==> src/core/fas_defines.svh <==
// What this block does
// - reads complete within one bus cycle
// - byte port read returns byte, pointer unchanged
// - sequential port read returns byte, pointer plus one
// - pointer from high and low byte registers
// - byte port write programs byte when unlocked
// - host programs only bytes reading erased
// - unlock needs key A5 then F1
// - one unlock allows one operation only
// - unlock key register reads as zero
// - wipe bit erases 512-byte page when unlocked
// - wipe register upper bits zero, reserved zero
// - busy status bit while operation runs
// - last operation program or wipe bits
// - status upper bits zero, bit two reserved
// - completion signalled, host waits for it
// - attempt without unlock while idle locks until reset
// - operations timed internally, bus stays served
// - host programs each byte once per erase
`ifndef FAS_DEFINES_SVH
`define FAS_DEFINES_SVH

// ----------------------------------------------------------------
// device register offsets
// ----------------------------------------------------------------
`define FAS_REG_AUTORD 8'h05
`define FAS_REG_BYTE   8'h06
`define FAS_REG_KEY    8'h67
`define FAS_REG_PTRL   8'h68
`define FAS_REG_PTRH   8'h69
`define FAS_REG_WIPE   8'h6A
`define FAS_REG_STAT   8'h7B

// ----------------------------------------------------------------
// fields and values
// ----------------------------------------------------------------
`define FAS_KEY1       8'hA5
`define FAS_KEY2       8'hF1
`define FAS_ERASED     8'hFF
`define FAS_ZERO8      8'h00
`define FAS_WIPE_GO    8'h01
`define FAS_GO_BIT     0
`define FAS_ST_BUSY    3
`define FAS_ST_PROG    1
`define FAS_ST_WIPE    0
`define FAS_MEM_BYTES  8192
`define FAS_MEM_AW     13
`define FAS_PAGE_AW    9
`define FAS_PAGE_BYTES 17'h0_0200
`define FAS_PTR_ONE    16'h0001

// ----------------------------------------------------------------
// timing
// ----------------------------------------------------------------
`define FAS_CLK_NS     100
`define FAS_PROG_NS    55000
`define FAS_ERASE_NS   11000000
`define FAS_PROG_CYC   (`FAS_PROG_NS / `FAS_CLK_NS)
`define FAS_ERASE_CYC  (`FAS_ERASE_NS / `FAS_CLK_NS)

// ----------------------------------------------------------------
// host controller registers
// ----------------------------------------------------------------
`define FAS_H_CMD      4'h0
`define FAS_H_PTRL     4'h1
`define FAS_H_PTRH     4'h2
`define FAS_H_DATA     4'h3
`define FAS_H_STAT     4'h4
`define FAS_H_INT      4'h5
`define FAS_H_MASK     4'h6
`define FAS_INT_DONE   0
`define FAS_INT_RD     1
`define FAS_INT_REFUSE 2

`endif

==> src/core/fas_pkg.sv <==
`include "fas_defines.svh"
package fas_pkg;
  typedef enum logic [1:0] {
    KEY_SHUT = 2'b00,
    KEY_HALF = 2'b01,
    KEY_OPEN = 2'b10
  } fas_key_type;

  typedef enum logic [1:0] {
    OP_IDLE = 2'b00,
    OP_PROG = 2'b01,
    OP_WIPE = 2'b10
  } fas_op_type;

  typedef enum logic [1:0] {
    HOP_READ = 2'b00,
    HOP_SEQ  = 2'b01,
    HOP_PROG = 2'b10,
    HOP_WIPE = 2'b11
  } fas_hop_type;

  typedef enum logic [1:0] {
    HS_IDLE = 2'b00,
    HS_RUN  = 2'b01,
    HS_WAIT = 2'b10
  } fas_hst_type;

  typedef enum logic [2:0] {
    ACC_WR  = 3'b000,
    ACC_RD  = 3'b001,
    ACC_CHK = 3'b010,
    ACC_CAP = 3'b011,
    ACC_END = 3'b100
  } fas_acc_type;

  typedef enum logic [2:0] {
    D_PTRL = 3'b000,
    D_PTRH = 3'b001,
    D_KEY1 = 3'b010,
    D_KEY2 = 3'b011,
    D_DATA = 3'b100,
    D_GO   = 3'b101
  } fas_dsel_type;

  typedef struct packed {
    fas_acc_type  acc;
    logic [7:0]   addr;
    fas_dsel_type dsel;
  } fas_step_type;
endpackage

==> src/core/fas_bus_if.sv <==
`timescale 1ns/1ps
`default_nettype none
interface fas_bus_if;
  logic [7:0] addr;
  logic [7:0] wdata;
  logic       wr;
  logic       rd;
  logic [7:0] rdata;
  logic       op_done;

  modport dev (
    input  addr,
    input  wdata,
    input  wr,
    input  rd,
    output rdata,
    output op_done
  );

  modport host (
    output addr,
    output wdata,
    output wr,
    output rd,
    input  rdata,
    input  op_done
  );
endinterface
`default_nettype wire

==> src/core/fas_host.sv <==
// Our own choice: the address-and-strobe port.
`timescale 1ns/1ps
`default_nettype none
`include "fas_defines.svh"
module fas_host (
  // clock and reset
  input  wire logic       clk_sys,
  input  wire logic       rst_n,
  // device bus
  fas_bus_if.host         bus,
  // software port
  input  wire logic [3:0] u_addr,
  input  wire logic [7:0] u_wdata,
  input  wire logic       u_wr,
  input  wire logic       u_rd,
  output logic      [7:0] u_rdata,
  output logic            irq
);
  import fas_pkg::*;

  // ----------------------------------------------------------------
  // state
  // ----------------------------------------------------------------
  fas_hop_type hop_r,    hop_nxt;
  fas_hst_type hst_r,    hst_nxt;
  logic [2:0]  step_r,   step_nxt;
  logic [15:0] ptr_r,    ptr_nxt;
  logic [7:0]  data_r,   data_nxt;
  logic [2:0]  int_r,    int_nxt;
  logic [2:0]  mask_r,   mask_nxt;
  logic [7:0]  urd_r,    urd_nxt;
  logic [7:0]  baddr_r,  baddr_nxt;
  logic [7:0]  bwdat_r,  bwdat_nxt;
  logic        bwr_r,    bwr_nxt;
  logic        brd_r,    brd_nxt;
  logic        rvld_r;
  logic [2:0]  ev;
  fas_step_type st;

  // fixed access script per operation
  function automatic fas_step_type step_of(
    input fas_hop_type hop,
    input logic [2:0]  idx
  );
    fas_step_type s;
    s = '{acc: ACC_END, addr: `FAS_ZERO8, dsel: D_DATA};
    case ({hop, idx})
      {HOP_READ, 3'h0}, {HOP_PROG, 3'h0}, {HOP_WIPE, 3'h0}:
        s = '{acc: ACC_WR, addr: `FAS_REG_PTRL, dsel: D_PTRL};
      {HOP_READ, 3'h1}, {HOP_PROG, 3'h1}, {HOP_WIPE, 3'h1}:
        s = '{acc: ACC_WR, addr: `FAS_REG_PTRH, dsel: D_PTRH};
      {HOP_READ, 3'h2}, {HOP_PROG, 3'h2}:
        s = '{acc: ACC_RD, addr: `FAS_REG_BYTE, dsel: D_DATA};
      {HOP_READ, 3'h3}, {HOP_SEQ, 3'h1}:
        s = '{acc: ACC_CAP, addr: `FAS_ZERO8, dsel: D_DATA};
      {HOP_SEQ, 3'h0}:
        s = '{acc: ACC_RD, addr: `FAS_REG_AUTORD, dsel: D_DATA};
      {HOP_PROG, 3'h3}:
        s = '{acc: ACC_CHK, addr: `FAS_ZERO8, dsel: D_DATA};
      {HOP_PROG, 3'h4}, {HOP_WIPE, 3'h2}:
        s = '{acc: ACC_WR, addr: `FAS_REG_KEY, dsel: D_KEY1};
      {HOP_PROG, 3'h5}, {HOP_WIPE, 3'h3}:
        s = '{acc: ACC_WR, addr: `FAS_REG_KEY, dsel: D_KEY2};
      {HOP_PROG, 3'h6}:
        s = '{acc: ACC_WR, addr: `FAS_REG_BYTE, dsel: D_DATA};
      {HOP_WIPE, 3'h4}:
        s = '{acc: ACC_WR, addr: `FAS_REG_WIPE, dsel: D_GO};
      default: s = '{acc: ACC_END, addr: `FAS_ZERO8, dsel: D_DATA};
    endcase
    return s;
  endfunction

  // ----------------------------------------------------------------
  // next state
  // ----------------------------------------------------------------
  always_comb begin
    hop_nxt   = hop_r;
    hst_nxt   = hst_r;
    step_nxt  = step_r;
    ptr_nxt   = ptr_r;
    data_nxt  = data_r;
    mask_nxt  = mask_r;
    urd_nxt   = `FAS_ZERO8;
    baddr_nxt = baddr_r;
    bwdat_nxt = bwdat_r;
    bwr_nxt   = 1'b0;
    brd_nxt   = 1'b0;
    ev        = 3'h0;
    st        = step_of(hop_r, step_r);

    ev[`FAS_INT_DONE] = bus.op_done;

    case (hst_r)
      HS_RUN: begin
        case (st.acc)
          ACC_WR: begin
            bwr_nxt   = 1'b1;
            baddr_nxt = st.addr;
            step_nxt  = step_r + 3'h1;
            case (st.dsel)
              D_PTRL:  bwdat_nxt = ptr_r[7:0];
              D_PTRH:  bwdat_nxt = ptr_r[15:8];
              D_KEY1:  bwdat_nxt = `FAS_KEY1;
              D_KEY2:  bwdat_nxt = `FAS_KEY2;
              D_GO:    bwdat_nxt = `FAS_WIPE_GO;
              default: bwdat_nxt = data_r;
            endcase
          end
          ACC_RD: begin
            brd_nxt   = 1'b1;
            baddr_nxt = st.addr;
            step_nxt  = step_r + 3'h1;
          end
          ACC_CAP: begin
            if (rvld_r) begin
              data_nxt        = bus.rdata;
              ev[`FAS_INT_RD] = 1'b1;
              hst_nxt         = HS_IDLE;
            end
          end
          ACC_CHK: begin
            if (rvld_r) begin
              if (bus.rdata != `FAS_ERASED) begin
                ev[`FAS_INT_REFUSE] = 1'b1;
                hst_nxt             = HS_IDLE;
              end else begin
                step_nxt = step_r + 3'h1;
              end
            end
          end
          default: hst_nxt = HS_WAIT;
        endcase
      end
      HS_WAIT: begin
        if (bus.op_done) begin
          hst_nxt = HS_IDLE;
        end
      end
      default: begin
        if (u_wr && u_addr == `FAS_H_CMD) begin
          hop_nxt  = fas_hop_type'(u_wdata[1:0]);
          hst_nxt  = HS_RUN;
          step_nxt = 3'h0;
        end
      end
    endcase

    // software operand writes only take effect while idle
    if (u_wr && hst_r == HS_IDLE) begin
      case (u_addr)
        `FAS_H_PTRL: ptr_nxt[7:0]  = u_wdata;
        `FAS_H_PTRH: ptr_nxt[15:8] = u_wdata;
        `FAS_H_DATA: data_nxt      = u_wdata;
        default: ;
      endcase
    end
    if (u_wr && u_addr == `FAS_H_MASK) begin
      mask_nxt = u_wdata[2:0];
    end

    // a new event beats a write-one clear in the same cycle
    int_nxt = int_r;
    if (u_wr && u_addr == `FAS_H_INT) begin
      int_nxt = int_r & ~u_wdata[2:0];
    end
    int_nxt = int_nxt | ev;

    if (u_rd) begin
      case (u_addr)
        `FAS_H_PTRL: urd_nxt = ptr_r[7:0];
        `FAS_H_PTRH: urd_nxt = ptr_r[15:8];
        `FAS_H_DATA: urd_nxt = data_r;
        `FAS_H_STAT: urd_nxt = {7'h00, hst_r != HS_IDLE};
        `FAS_H_INT:  urd_nxt = {5'h00, int_r};
        `FAS_H_MASK: urd_nxt = {5'h00, mask_r};
        default:     urd_nxt = `FAS_ZERO8;
      endcase
    end
  end

  // ----------------------------------------------------------------
  // registers
  // ----------------------------------------------------------------
  always_ff @(posedge clk_sys) begin
    if (!rst_n) begin
      hop_r   <= HOP_READ;
      hst_r   <= HS_IDLE;
      step_r  <= 3'h0;
      ptr_r   <= 16'h0000;
      data_r  <= `FAS_ZERO8;
      int_r   <= 3'h0;
      mask_r  <= 3'h0;
      urd_r   <= `FAS_ZERO8;
      baddr_r <= `FAS_ZERO8;
      bwdat_r <= `FAS_ZERO8;
      bwr_r   <= 1'b0;
      brd_r   <= 1'b0;
      rvld_r  <= 1'b0;
    end else begin
      hop_r   <= hop_nxt;
      hst_r   <= hst_nxt;
      step_r  <= step_nxt;
      ptr_r   <= ptr_nxt;
      data_r  <= data_nxt;
      int_r   <= int_nxt;
      mask_r  <= mask_nxt;
      urd_r   <= urd_nxt;
      baddr_r <= baddr_nxt;
      bwdat_r <= bwdat_nxt;
      bwr_r   <= bwr_nxt;
      brd_r   <= brd_nxt;
      rvld_r  <= brd_r;
    end
  end

  assign bus.addr  = baddr_r;
  assign bus.wdata = bwdat_r;
  assign bus.wr    = bwr_r;
  assign bus.rd    = brd_r;
  assign u_rdata   = urd_r;
  assign irq       = |(int_r & mask_r);
endmodule
`default_nettype wire

==> src/flat_wrapper.sv <==
// flat-port wrapper written by rule: the top's interface ports become plain ports
module fas_host_flat import fas_pkg::*;
  (clk_sys, rst_n, u_addr, u_wdata, u_wr, u_rd, u_rdata, irq, bus_addr, bus_wdata, bus_wr, bus_rd, bus_rdata, bus_op_done);
  fas_bus_if bus_i ();
  input  wire logic clk_sys;
  input  wire logic rst_n;
  input  wire logic [3:0] u_addr;
  input  wire logic [7:0] u_wdata;
  input  wire logic u_wr;
  input  wire logic u_rd;
  output logic      [7:0] u_rdata;
  output logic irq;
  output wire logic [$bits(bus_i.addr)-1:0] bus_addr;
  output wire logic [$bits(bus_i.wdata)-1:0] bus_wdata;
  output wire logic [$bits(bus_i.wr)-1:0] bus_wr;
  output wire logic [$bits(bus_i.rd)-1:0] bus_rd;
  input wire logic [$bits(bus_i.rdata)-1:0] bus_rdata;
  input wire logic [$bits(bus_i.op_done)-1:0] bus_op_done;
  assign bus_addr = bus_i.addr;
  assign bus_wdata = bus_i.wdata;
  assign bus_wr = bus_i.wr;
  assign bus_rd = bus_i.rd;
  assign bus_i.rdata = bus_rdata;
  assign bus_i.op_done = bus_op_done;
  fas_host u_core (.clk_sys(clk_sys), .rst_n(rst_n), .bus(bus_i), .u_addr(u_addr), .u_wdata(u_wdata), .u_wr(u_wr), .u_rd(u_rd), .u_rdata(u_rdata), .irq(irq));
endmodule
==> config.mk <==
export PLATFORM = sky130hd
export DESIGN_NAME = fas_host_flat
export DESIGN_NICKNAME = d
export VERILOG_FILES = /design/src/core/fas_pkg.sv /design/src/core/fas_bus_if.sv /design/src/core/fas_host.sv /design/src/flat_wrapper.sv
export VERILOG_INCLUDE_DIRS = /design/src /design/src/core
export SDC_FILE = /design/constraint.sdc
export NUM_CORES = 1
export LEC_CHECK = 0
export ABC_AREA = 1
export BUFFER_PORTS_ARGS = -buffer_cell sky130_fd_sc_hd__buf_2
export CAP_MARGIN = 15
export CORE_MARGIN = 1
export CORE_UTILIZATION = 61
export DETAILED_ROUTE_END_ITERATION = 10
export PLACE_DENSITY = 0.84
export SLEW_MARGIN = 5
export SYNTH_ARGS = -nofsm -noshare
export SYNTH_HDL_FRONTEND = slang
export SYNTH_SLANG_ARGS = --single-unit
==> constraint.sdc <==
create_clock -name clk_sys -period 4.5 [get_ports clk_sys]
set_clock_uncertainty 0.1 [all_clocks]
set_input_delay 0.45 -clock clk_sys [delete_from_list [all_inputs] [get_ports clk_sys]]
set_output_delay 0.45 -clock clk_sys [all_outputs]
set_load 0.01 [all_outputs]
==> results.toml, run 1 <==
[outcome]
outcome = "complete, no violations"

[worst_setup_path]
path_max_fanout = 10
path_class = "flip-flop to flip-flop"
cpPeakStageDelay_ps = 740
arrival_ps = 2440
cpMostUsedCell = "nand2_1"
worstSetupStartpointType = "flip-flop"
path_cells = "inv_6 -> ha_1 -> a21oi_1 -> nand2_1 -> nand2_1 -> nand3_4 -> nor2_8 -> nand2_1 -> clkinv_1 -> nand2_1 -> a21oi_2"
slowest_stage = "dfxtp_1"
cp-end-kind = "flip-flop"
crit_required_ps = 4680

[sta]
hold_viol = 0
fin_tns_setup_ps = 0
slew_headroom_pct = 49.2
min_period_ps = 2260
setup_viol_count_final = 0
fmax_mhz = 442
whs_ps = 292
rsz0062_at_grt = "false"
maxSlewViolCount = 0
period_share_pct = 50.3
worstMarginPinSlew_ps = 762

[run]
drv_cap = 0

[power_and_ir_drop]
design_power_total_mw = 2.01
comb_power_share_pct = 35.5
power_density_nw_per_um2 = 501
leakage_nw = 1.97
switching_power_mw = 0.766
swShare_pct = 38.2
ir_drop_v = 0.000319
pwr-share-clk_pct = 30.5
power.internal_mw = 1.24
p_seq_share_pct = 34.0

[grt]
antenna_found_initial = 0
grt_max_degree = 42
grt_pass1_wl_um = 15000
grtUsageTotal_pct = 31.7
grt-ovfl-total = 0
grt_pass1_vias = 3124

[floorplan]
coreArea_sq_um = 5540
start_util_pct = 63.9
rows = 27
die_w_um = 78.2
fp.dieH_um = 78.2
die-area_sq_um = 6110
ios = 52

[placed_design]
place.detailed.instances = 619
gp_congestion = 0.898
portBuffers = 49
place_hpwl_um = 6830

[synthesis]
synthCells = 516
ys_seq_area_share_pct = 34.5
synthesis.area_sq_um = 3540
synth-main-ff-cell = "dfxtp_1"
synth_seq_cells = 61
synth_edf_count = 0
yosysWarningCount = 0
avgSynthCellArea_sq_um = 6.86
ys_types = 41
synthArstFlopShare_pct = 0

[final_layout]
layout.cells.most_common = "nand2_1"
fin_nets = 594
mostFrequentLayoutCells = "nand2_1 (111), inv_1 (70), dfxtp_1 (61), buf_2 (49), nor2_1 (48)"
drive_gt1_share_pct = 18.8
final_cell_count_no_fill = 635
areaGrowthSynthToFinish_pct = 13.1
nFillCells = 495
diodes = 0

[route]
drtIter0Drc = 404
first_pass_iters = 6
avgViaCountPerCell = 5.65
avgRoutedWirePerCell_um = 14.5
vias = 3586
route.detailed.drc = 0
ant_nets = 0
routed_wl_um = 9200

[cts]
cts-resized-gates = 0
htree_num_levels = 3
cts_hold_buf = 0
cts-root-buf = "clkbuf_8"
numClockSinks = 61
post_cts_buffers = 0
cts.path.max_buffers = 2
clk_latency_ps = 350
cts_tree = "done"
clkTransAtPathRegs_ps = 70
cts_buffers = 9

[worst_hold_path]
hold_path.class = "input pin to flip-flop"
[worst paths after layout]
check,from,to,slack (ps),cells past startpoint
worst max-delay path,u_core.step_r[2],u_core.bus.wdata[2],2240,11
worst min-delay path,bus_op_done,u_core.int_r[0],290,3
worst max register to register,u_core.step_r[2],u_core.bus.wdata[2],2240,11
worst min register to register,u_core.bus.rd,u_core.rvld_r,340,2
[power groups by stage]
| stage | combinational (mW) | sequential (mW) | clock, mW |
|---|---|---|---|
| final | 0.713 | 0.681 | 0.612 |
| after global routing | 0.802 | 0.692 | 0.640 |
| after CTS | 0.705 | 0.679 | 0.613 |
| after detailed placement | 0.700 | 0.690 | 0 |
| after global placement | 0.690 | 0.687 | 0 |
| after floorplan | 0.536 | 0.689 | 0 |
[synth_stat cells, types with 5 or more instances]
cell type | instances | area share, %
nand4_1 | 25 | 4.4
nand2_1 | 111 | 12
inv_1 | 70 | 7.4
dfxtp_1 | 61 | 34
buf_4 | 6 | 1.3
ha_1 | 11 | 3.9
o22ai_1 | 7 | 1.2
o21ai_0 | 34 | 4.8
nor2_1 | 48 | 5.1
o221ai_1 | 5 | 1.2
a21oi_1 | 36 | 5.1
clkbuf_1 | 6 | 0.64
nand3_1 | 31 | 4.4
nand2_2 | 10 | 1.8
inv_2 | 7 | 0.74
[cell type report]
cell class | count | area, sq um | area share, %
tap | 72 | 90.1 | 2.25
inverter | 80 | 308 | 7.69
clock buffer | 10 | 138 | 3.44
multi-input combinational | 357 | 1890 | 47.3
timing repair buffer | 49 | 245 | 6.12
clock inverter | 6 | 109 | 2.72
sequential | 61 | 1220 | 30.5
[flip-flops by register name (all words and copies together) (netlist names)]
| name | count |
|---|---|
| u_core.bus.rd | 1 |
| u_core.ptr_r | 16 |
| u_core.mask_r | 3 |
| u_core.u_rdata | 8 |
| u_core.rvld_r | 1 |
| u_core.step_r | 3 |
| u_core.bus.wdata | 8 |
| u_core.int_r | 3 |
| u_core.hst_r | 2 |
| u_core.hop_r | 2 |
| u_core.data_r | 8 |
| u_core.bus.wr | 1 |
| u_core.bus.addr | 5 |
[per-stage QoR]
stage | utilization (%) | worst slack, ps | area (sq um)
4_1_cts | 72.3 | 2250 | 4010
6_report | 72.3 | 2240 | 4010
3_3_place_gp | 67.8 | 2300 | 3760
2_1_floorplan | - | 2680 | 3540
3_5_place_dp | 67.8 | 2270 | 3760
5_1_grt | 72.3 | 2040 | 4010
[cells by family (layout without fill, tap and decap cells)]
logic type	after synthesis	count (layout)	synth area share, %
simple gates	247	247	33.8
buf+inv	99	145	12.1
compound gates	97	97	15.6
flops	61	61	34.5
fa+ha+maj	11	11	3.89
other cells	1	2	0.106
[critical path, delay by kind of cell (launching register included)]
| kind | cells | cell delay (ps) |
|---|---|---|
| AOI/OAI and AO/OA | 2 | 250 |
| adders and majority gates | 1 | 200 |
| and+or+nand+nor | 6 | 770 |
| buffers and inverters | 2 | 130 |
| DFF | 1 | 740 |
[routing by layer]
layer	up-vias	track usage (%)	wire length, um
met5	-	0	0
met4	0	13.1	182
met3	20	4.77	662
met2	169	49.6	4040
met1	1629	43.3	4320
li1	1768	-	-
Power figures use the tool's default switching activity.
==> run 2: changes to the inputs <==
ABC_AREA = 0   (was 1)
CORE_UTILIZATION = 51   (was 61)
PLACE_DENSITY = 0.76   (was 0.84)
clock period = 1.9 ns   (was 4.5 ns; I/O delays follow)
==> run 2 against run 1 <==
Critical path type unchanged. The flow now finishes with violations (setup timing). Clock power rose by 110%. Die area rose by 13%. Global-route usage fell by 3.9 points.
==> results.toml, run 2 <==
[worst_setup_path]
r2r-end = "u_core.bus.wdata[7]"
arrival_ps = 2310
crit_start = "u_core.step_r[1]"
path_class = "flip-flop to flip-flop"
cp-end-kind = "flip-flop"
worstSetupStartpointType = "flip-flop"
r2r-start = "u_core.step_r[1]"
r2r_cells = 10
r2r_setup_slack_ps = -270
path_max_fanout = 8
crit_required_ps = 2030

[route]
first_pass_iters = 5
vias = 3291
route.detailed.drc = 0
avgViaCountPerCell = 5.93
drtIter0Drc = 228
routed_wl_um = 9800
ant_nets = 0
avgRoutedWirePerCell_um = 17.7

[sta]
slew_headroom_pct = 66.4
worstMarginPinSlew_ps = 503
fmax_mhz = 460
period_share_pct = 114
setup_slack_ps = -272
hold_viol = 0
rsz0062_at_grt = "true"
whs_ps = 32.3
maxSlewViolCount = 0
setup_viol_count_final = 29
min_period_ps = 2170

[power_and_ir_drop]
leakage_nw = 2.06
design_power_total_mw = 2.80
ir_drop_v = 0.000484
power_density_nw_per_um2 = 610

[synthesis]
synth_seq_cells = 61
synth_compound_area_share_pct = 20.4
yosysTopAreaCell = "dfxtp_1"
ys_types = 55
synth_top_area_share_pct = 36.4
synth_xor_area_share_pct = 0.261
synth_top_family_by_area = "compound AO/OA/AOI/OAI gates"
synthesis.area_sq_um = 3350
yosysWarningCount = 0
yosys.area_share.adder_pct = 4.10
avgSynthCellArea_sq_um = 8.92
synthArstFlopShare_pct = 0
synth_area_leaders = "dfxtp_1 (36%), mux2i_1 (13%), nor2b_1 (5.0%)"
muxShareOfSynthArea_pct = 14.2
yosysMostFrequentCell = "dfxtp_1"
synthSimpleGateAreaFrac_pct = 18.2
synth_edf_count = 0
synth_common_cells = "dfxtp_1 (61), mux2i_1 (42), nor2b_1 (27)"
synthCells = 376
synth-main-ff-cell = "dfxtp_1"
ys_seq_area_share_pct = 36.4

[cts]
cts_tree = "done"
cts_buffers = 9
clk_latency_ps = 340
clkTransAtPathRegs_ps = 80
cts-root-buf = "clkbuf_8"
numClockSinks = 61
cts.path.max_buffers = 2
htree_num_levels = 3

[final_layout]
fin_nets = 509
drive_gt1_share_pct = 37.4
largest_reg_flops = 16
top_register = "u_core.ptr_r"
design_area_sq_um = 4590
mostFrequentLayoutCells = "dfxtp_1 (58), buf_4 (51), buf_2 (50), mux2i_1 (41), nor2b_1 (26)"
layout.cells.most_common = "dfxtp_1"
final_util_pct = 72.2
diodes = 0
areaGrowthSynthToFinish_pct = 36.8
nFillCells = 443

[floorplan]
fp.dieH_um = 83.1
rows = 29
coreArea_sq_um = 6350
die-area_sq_um = 6900
ios = 52
die_w_um = 83.1
start_util_pct = 52.8

[worst_hold_path]
hold_path.class = "input pin to flip-flop"
whs_endpoint = "u_core.data_r[1]"
hp-start = "bus_rdata[1]"
hold_path_depth = 3

[placed_design]
gp_congestion = 0.891
placed_cell_area_sq_um = 4050
place_hpwl_um = 6450
dp_slack_ps = -258
portBuffers = 49

[grt]
grt_pass1_vias = 3216
grtUsageTotal_pct = 27.8
grt_max_degree = 30
antenna_found_initial = 0
grt_pass1_wl_um = 15400
grt-ovfl-total = 0

[outcome]
violations = "setup timing"
outcome = "finished with violations"

[run]
drv_cap = 0
## run 2: cell types whose count changed after synthesis, sizes merged, moves of 15 or more
cell,before,now
mux2i,0,42
nand3,37,15
nand2,123,15
nor2b,0,27
inv,79,12
a21oi,38,23
nand4,25,8
nor2,57,22
## run 2: critical path: stages, from the launching register on
cell and delay (ps):
dfxtp_4 400, buf_12 120, inv_8 40, ha_4 170, mux2i_1 180, a21oi_1 110
a22oi_2 190, buf_6 200, mux2i_2 250, o2111ai_1 150, o211a_1 160
## run 2: per-layer routing
| metal | GRT usage, % | routed length, um |
|---|---|---|
| met5 | 0 | 0 |
| met1 | 33.9 | 4230 |
| met3 | 4.87 | 556 |
| met4 | 11.3 | 161 |
| met2 | 48.3 | 4860 |
## run 2: worst max-delay path by stage
| stage | cells past startpoint | to |
|---|---|---|
| 6_report | 10 | u_core.bus.wdata[7] |
| 5_1_grt | 10 | u_core.bus.wdata[7] |
| 4_1_cts | 8 | u_core.step_r[0] |
| 3_5_place_dp | 7 | u_core.bus.addr[5] |
| 3_3_place_gp | 9 | u_core.hst_r[0] |
| 2_1_floorplan | 9 | u_core.step_r[0] |
## run 2: final cells by class
type                            count  area (sq um)  share of cell area, %
Clock inverter                      6          86.3                   1.88
Timing Repair Buffer              115           821                   17.9
Tap cell                           77          96.3                   2.10
Inverter                           12          52.6                   1.15
Sequential cell                    61          1230                   26.8
Clock buffer                       10           128                   2.78
Multi-Input combinational cell    274          2170                   47.4
## run 2: cells by family (layout without fill, tap and decap cells)
kind of cell,count (synthesis),count (layout)
xor+xnor,1,1
mux,47,47
flops,61,61
fa+ha+maj,11,11
simple gates,113,113
buf+inv,42,143
compound gates,100,100
other cells,1,2
## run 2: through the flow
step,TNS [ps],instances
after CTS,-3040,549
after global routing,-6170,555
after global placement,-2560,526
after detailed placement,-4180,526
after floorplan,-759,377
final,-4490,555
## run 2: power breakdown
group	internal (mW)	leakage [nW]	switching [mW]
registers	1.30	0.495	0.0149
logic	0.0979	1.46	0.123
clock network	0.737	0.103	0.527
total	2.13	2.06	0.665
## run 2: repair_timing
item | in CTS | in global routing
hold buffers | 0 | 0
gates resized for setup | 34 | 23
pin swaps | 10 | 11
setup endpoints to repair | 28 | 30
cloned | 0 | 2
endpoints found under the hold margin | 0 | 0
buffers inserted | 7 | 5
==> run 3: changes to the inputs <==
CORE_ASPECT_RATIO = 0.9   (was unset)
clock period = 1.84 ns   (was 1.9 ns; I/O delays follow)
==> run 3 against run 2 <==
The flow still finishes with violations (setup timing). Total power is 0.13% higher. Sequential power is 3% higher. Setup slack better by 3.3 ps. Clock-buffer cell count is 1 lower. Sequential share of layout area hardly changed. Clock power is 4% lower. Critical path type unchanged.
==> results.toml, run 3 (synthesis gave the netlist of run 2 again) <==
[route]
ant_nets = 0
routed_wl_um = 9620
avgRoutedWirePerCell_um = 17.1
drtIter0Drc = 223
vias = 3306
route.detailed.drc = 0
avgViaCountPerCell = 5.88
first_pass_iters = 5

[final_layout]
layout.cells.most_common = "dfxtp_1"
drive_gt1_share_pct = 38.5
mostFrequentLayoutCells = "dfxtp_1 (58), buf_2 (49), buf_4 (48), mux2i_1 (38), nor2b_1 (25)"
largest_reg_flops = 16
final_util_pct = 73.8
diodes = 0
areaGrowthSynthToFinish_pct = 36.9
fin_nets = 506
top_register = "u_core.ptr_r"

[cts]
htree_num_levels = 3
cts.path.max_buffers = 2
cts-root-buf = "clkbuf_8"
cts_buffers = 9
numClockSinks = 61
clk_latency_ps = 360
cts_tree = "done"
clkTransAtPathRegs_ps = 80

[floorplan]
start_util_pct = 53.9
ios = 52
fp.dieH_um = 78.9
die_w_um = 87.5
coreArea_sq_um = 6220
die-area_sq_um = 6900
rows = 27

[worst_setup_path]
r2r_cells = 10
path_class = "flip-flop to flip-flop"
arrival_ps = 2250
r2r-start = "u_core.step_r[1]"
crit_required_ps = 1980
cp.buffers_inverters = 3
path_cells = "buf_12 -> inv_8 -> ha_4 -> mux2i_1 -> a21oi_1 -> a22oi_2 -> buf_6 -> mux2i_2 -> o2111ai_2 -> o211a_1"
slowest_stage = "dfxtp_4"
r2r_setup_slack_ps = -270
r2r-end = "u_core.bus.wdata[7]"
path_max_fanout = 7
cpPeakStageDelay_ps = 400
worstSetupStartpointType = "flip-flop"
cp-end-kind = "flip-flop"
cp_top_family = "compound AO/OA/AOI/OAI gates"

[sta]
min_period_ps = 2110
slew_headroom_pct = 64.4
fmax_mhz = 474
worstMarginPinSlew_ps = 533
rsz0062_at_grt = "true"
setup_slack_ps = -268
whs_ps = 11.6
period_share_pct = 115
hold_viol = 0
setup_viol_count_final = 29
maxSlewViolCount = 0

[power_and_ir_drop]
power_density_nw_per_um2 = 610
ir_drop_v = 0.000456
leakage_nw = 2.02

[grt]
grt-ovfl-total = 0
grt_pass1_wl_um = 14800
antenna_found_initial = 0
grt_max_degree = 30
grtUsageTotal_pct = 28.3
grt_pass1_vias = 3055

[worst_hold_path]
hold_path_depth = 3
hold_path.class = "input pin to flip-flop"
hp-start = "bus_rdata[3]"
whs_endpoint = "u_core.data_r[3]"

[outcome]
violations = "setup timing"
outcome = "finished with violations"

[placed_design]
gp_congestion = 0.873
place_hpwl_um = 6430
portBuffers = 49

[run]
drv_cap = 0
run 3: worst max path at each step:
stage                                 from  cells past startpoint             endpoint  slack [ps]
after floorplan           u_core.step_r[1]                      9     u_core.step_r[0]        -150
after global routing      u_core.step_r[1]                      8     u_core.step_r[0]        -360
final                     u_core.step_r[1]                     10  u_core.bus.wdata[7]        -270
after detailed placement  u_core.step_r[0]                      9  u_core.bus.wdata[6]        -280
after global placement    u_core.step_r[1]                     10  u_core.bus.wdata[7]        -270
after CTS                 u_core.step_r[1]                      9     u_core.step_r[0]        -240
run 3: tightest hold or removal path, cell delays in order:
cell     delay (ps)
buf_2            90
mux2i_1          50
a21oi_1         110
run 3: final cells by class:
type                       instances  area, sq um
clock inverter                     7         75.1
timing repair buffer             112          813
fill                             471         1630
sequential                        61         1230
inverter                          12         52.6
multi-input combinational        274         2190
tap                               87          109
clock buffer                       9          124
run 3: repair_timing:
item                       in CTS  in global routing
hold buffers                    0                  0
cloned                          1                  1
hold endpoints to repair        0                  0
pin swaps                      13                 13
setup buffers                   7                  3
setup endpoints to repair      29                 30
resized for setup              41                 22
run 3: layer usage:
layer,wire (um),GRT usage (%)
met1,4290,37.2
met4,199,12.1
met5,0,0
met2,4590,45.2
met3,536,5.41
run 3: report_power, final:
part / switching, mW / internal, mW
clock network: 0.584 / 0.629
logic: 0.130 / 0.103
registers: 0.0172 / 1.34
total: 0.731 / 2.07
run 3: per-stage QoR:
stage	setup TNS, ps	std cells	area, sq um	worst slack [ps]	total power, mW
global route	-7520	562	4590	-356	2.89
detailed placement	-5840	535	4080	-281	1.60
CTS	-4210	559	4480	-244	2.80
finish	-5060	562	4590	-268	2.80
floorplan	-2160	377	3460	-153	1.50
global placement	-4710	535	4080	-272	1.59
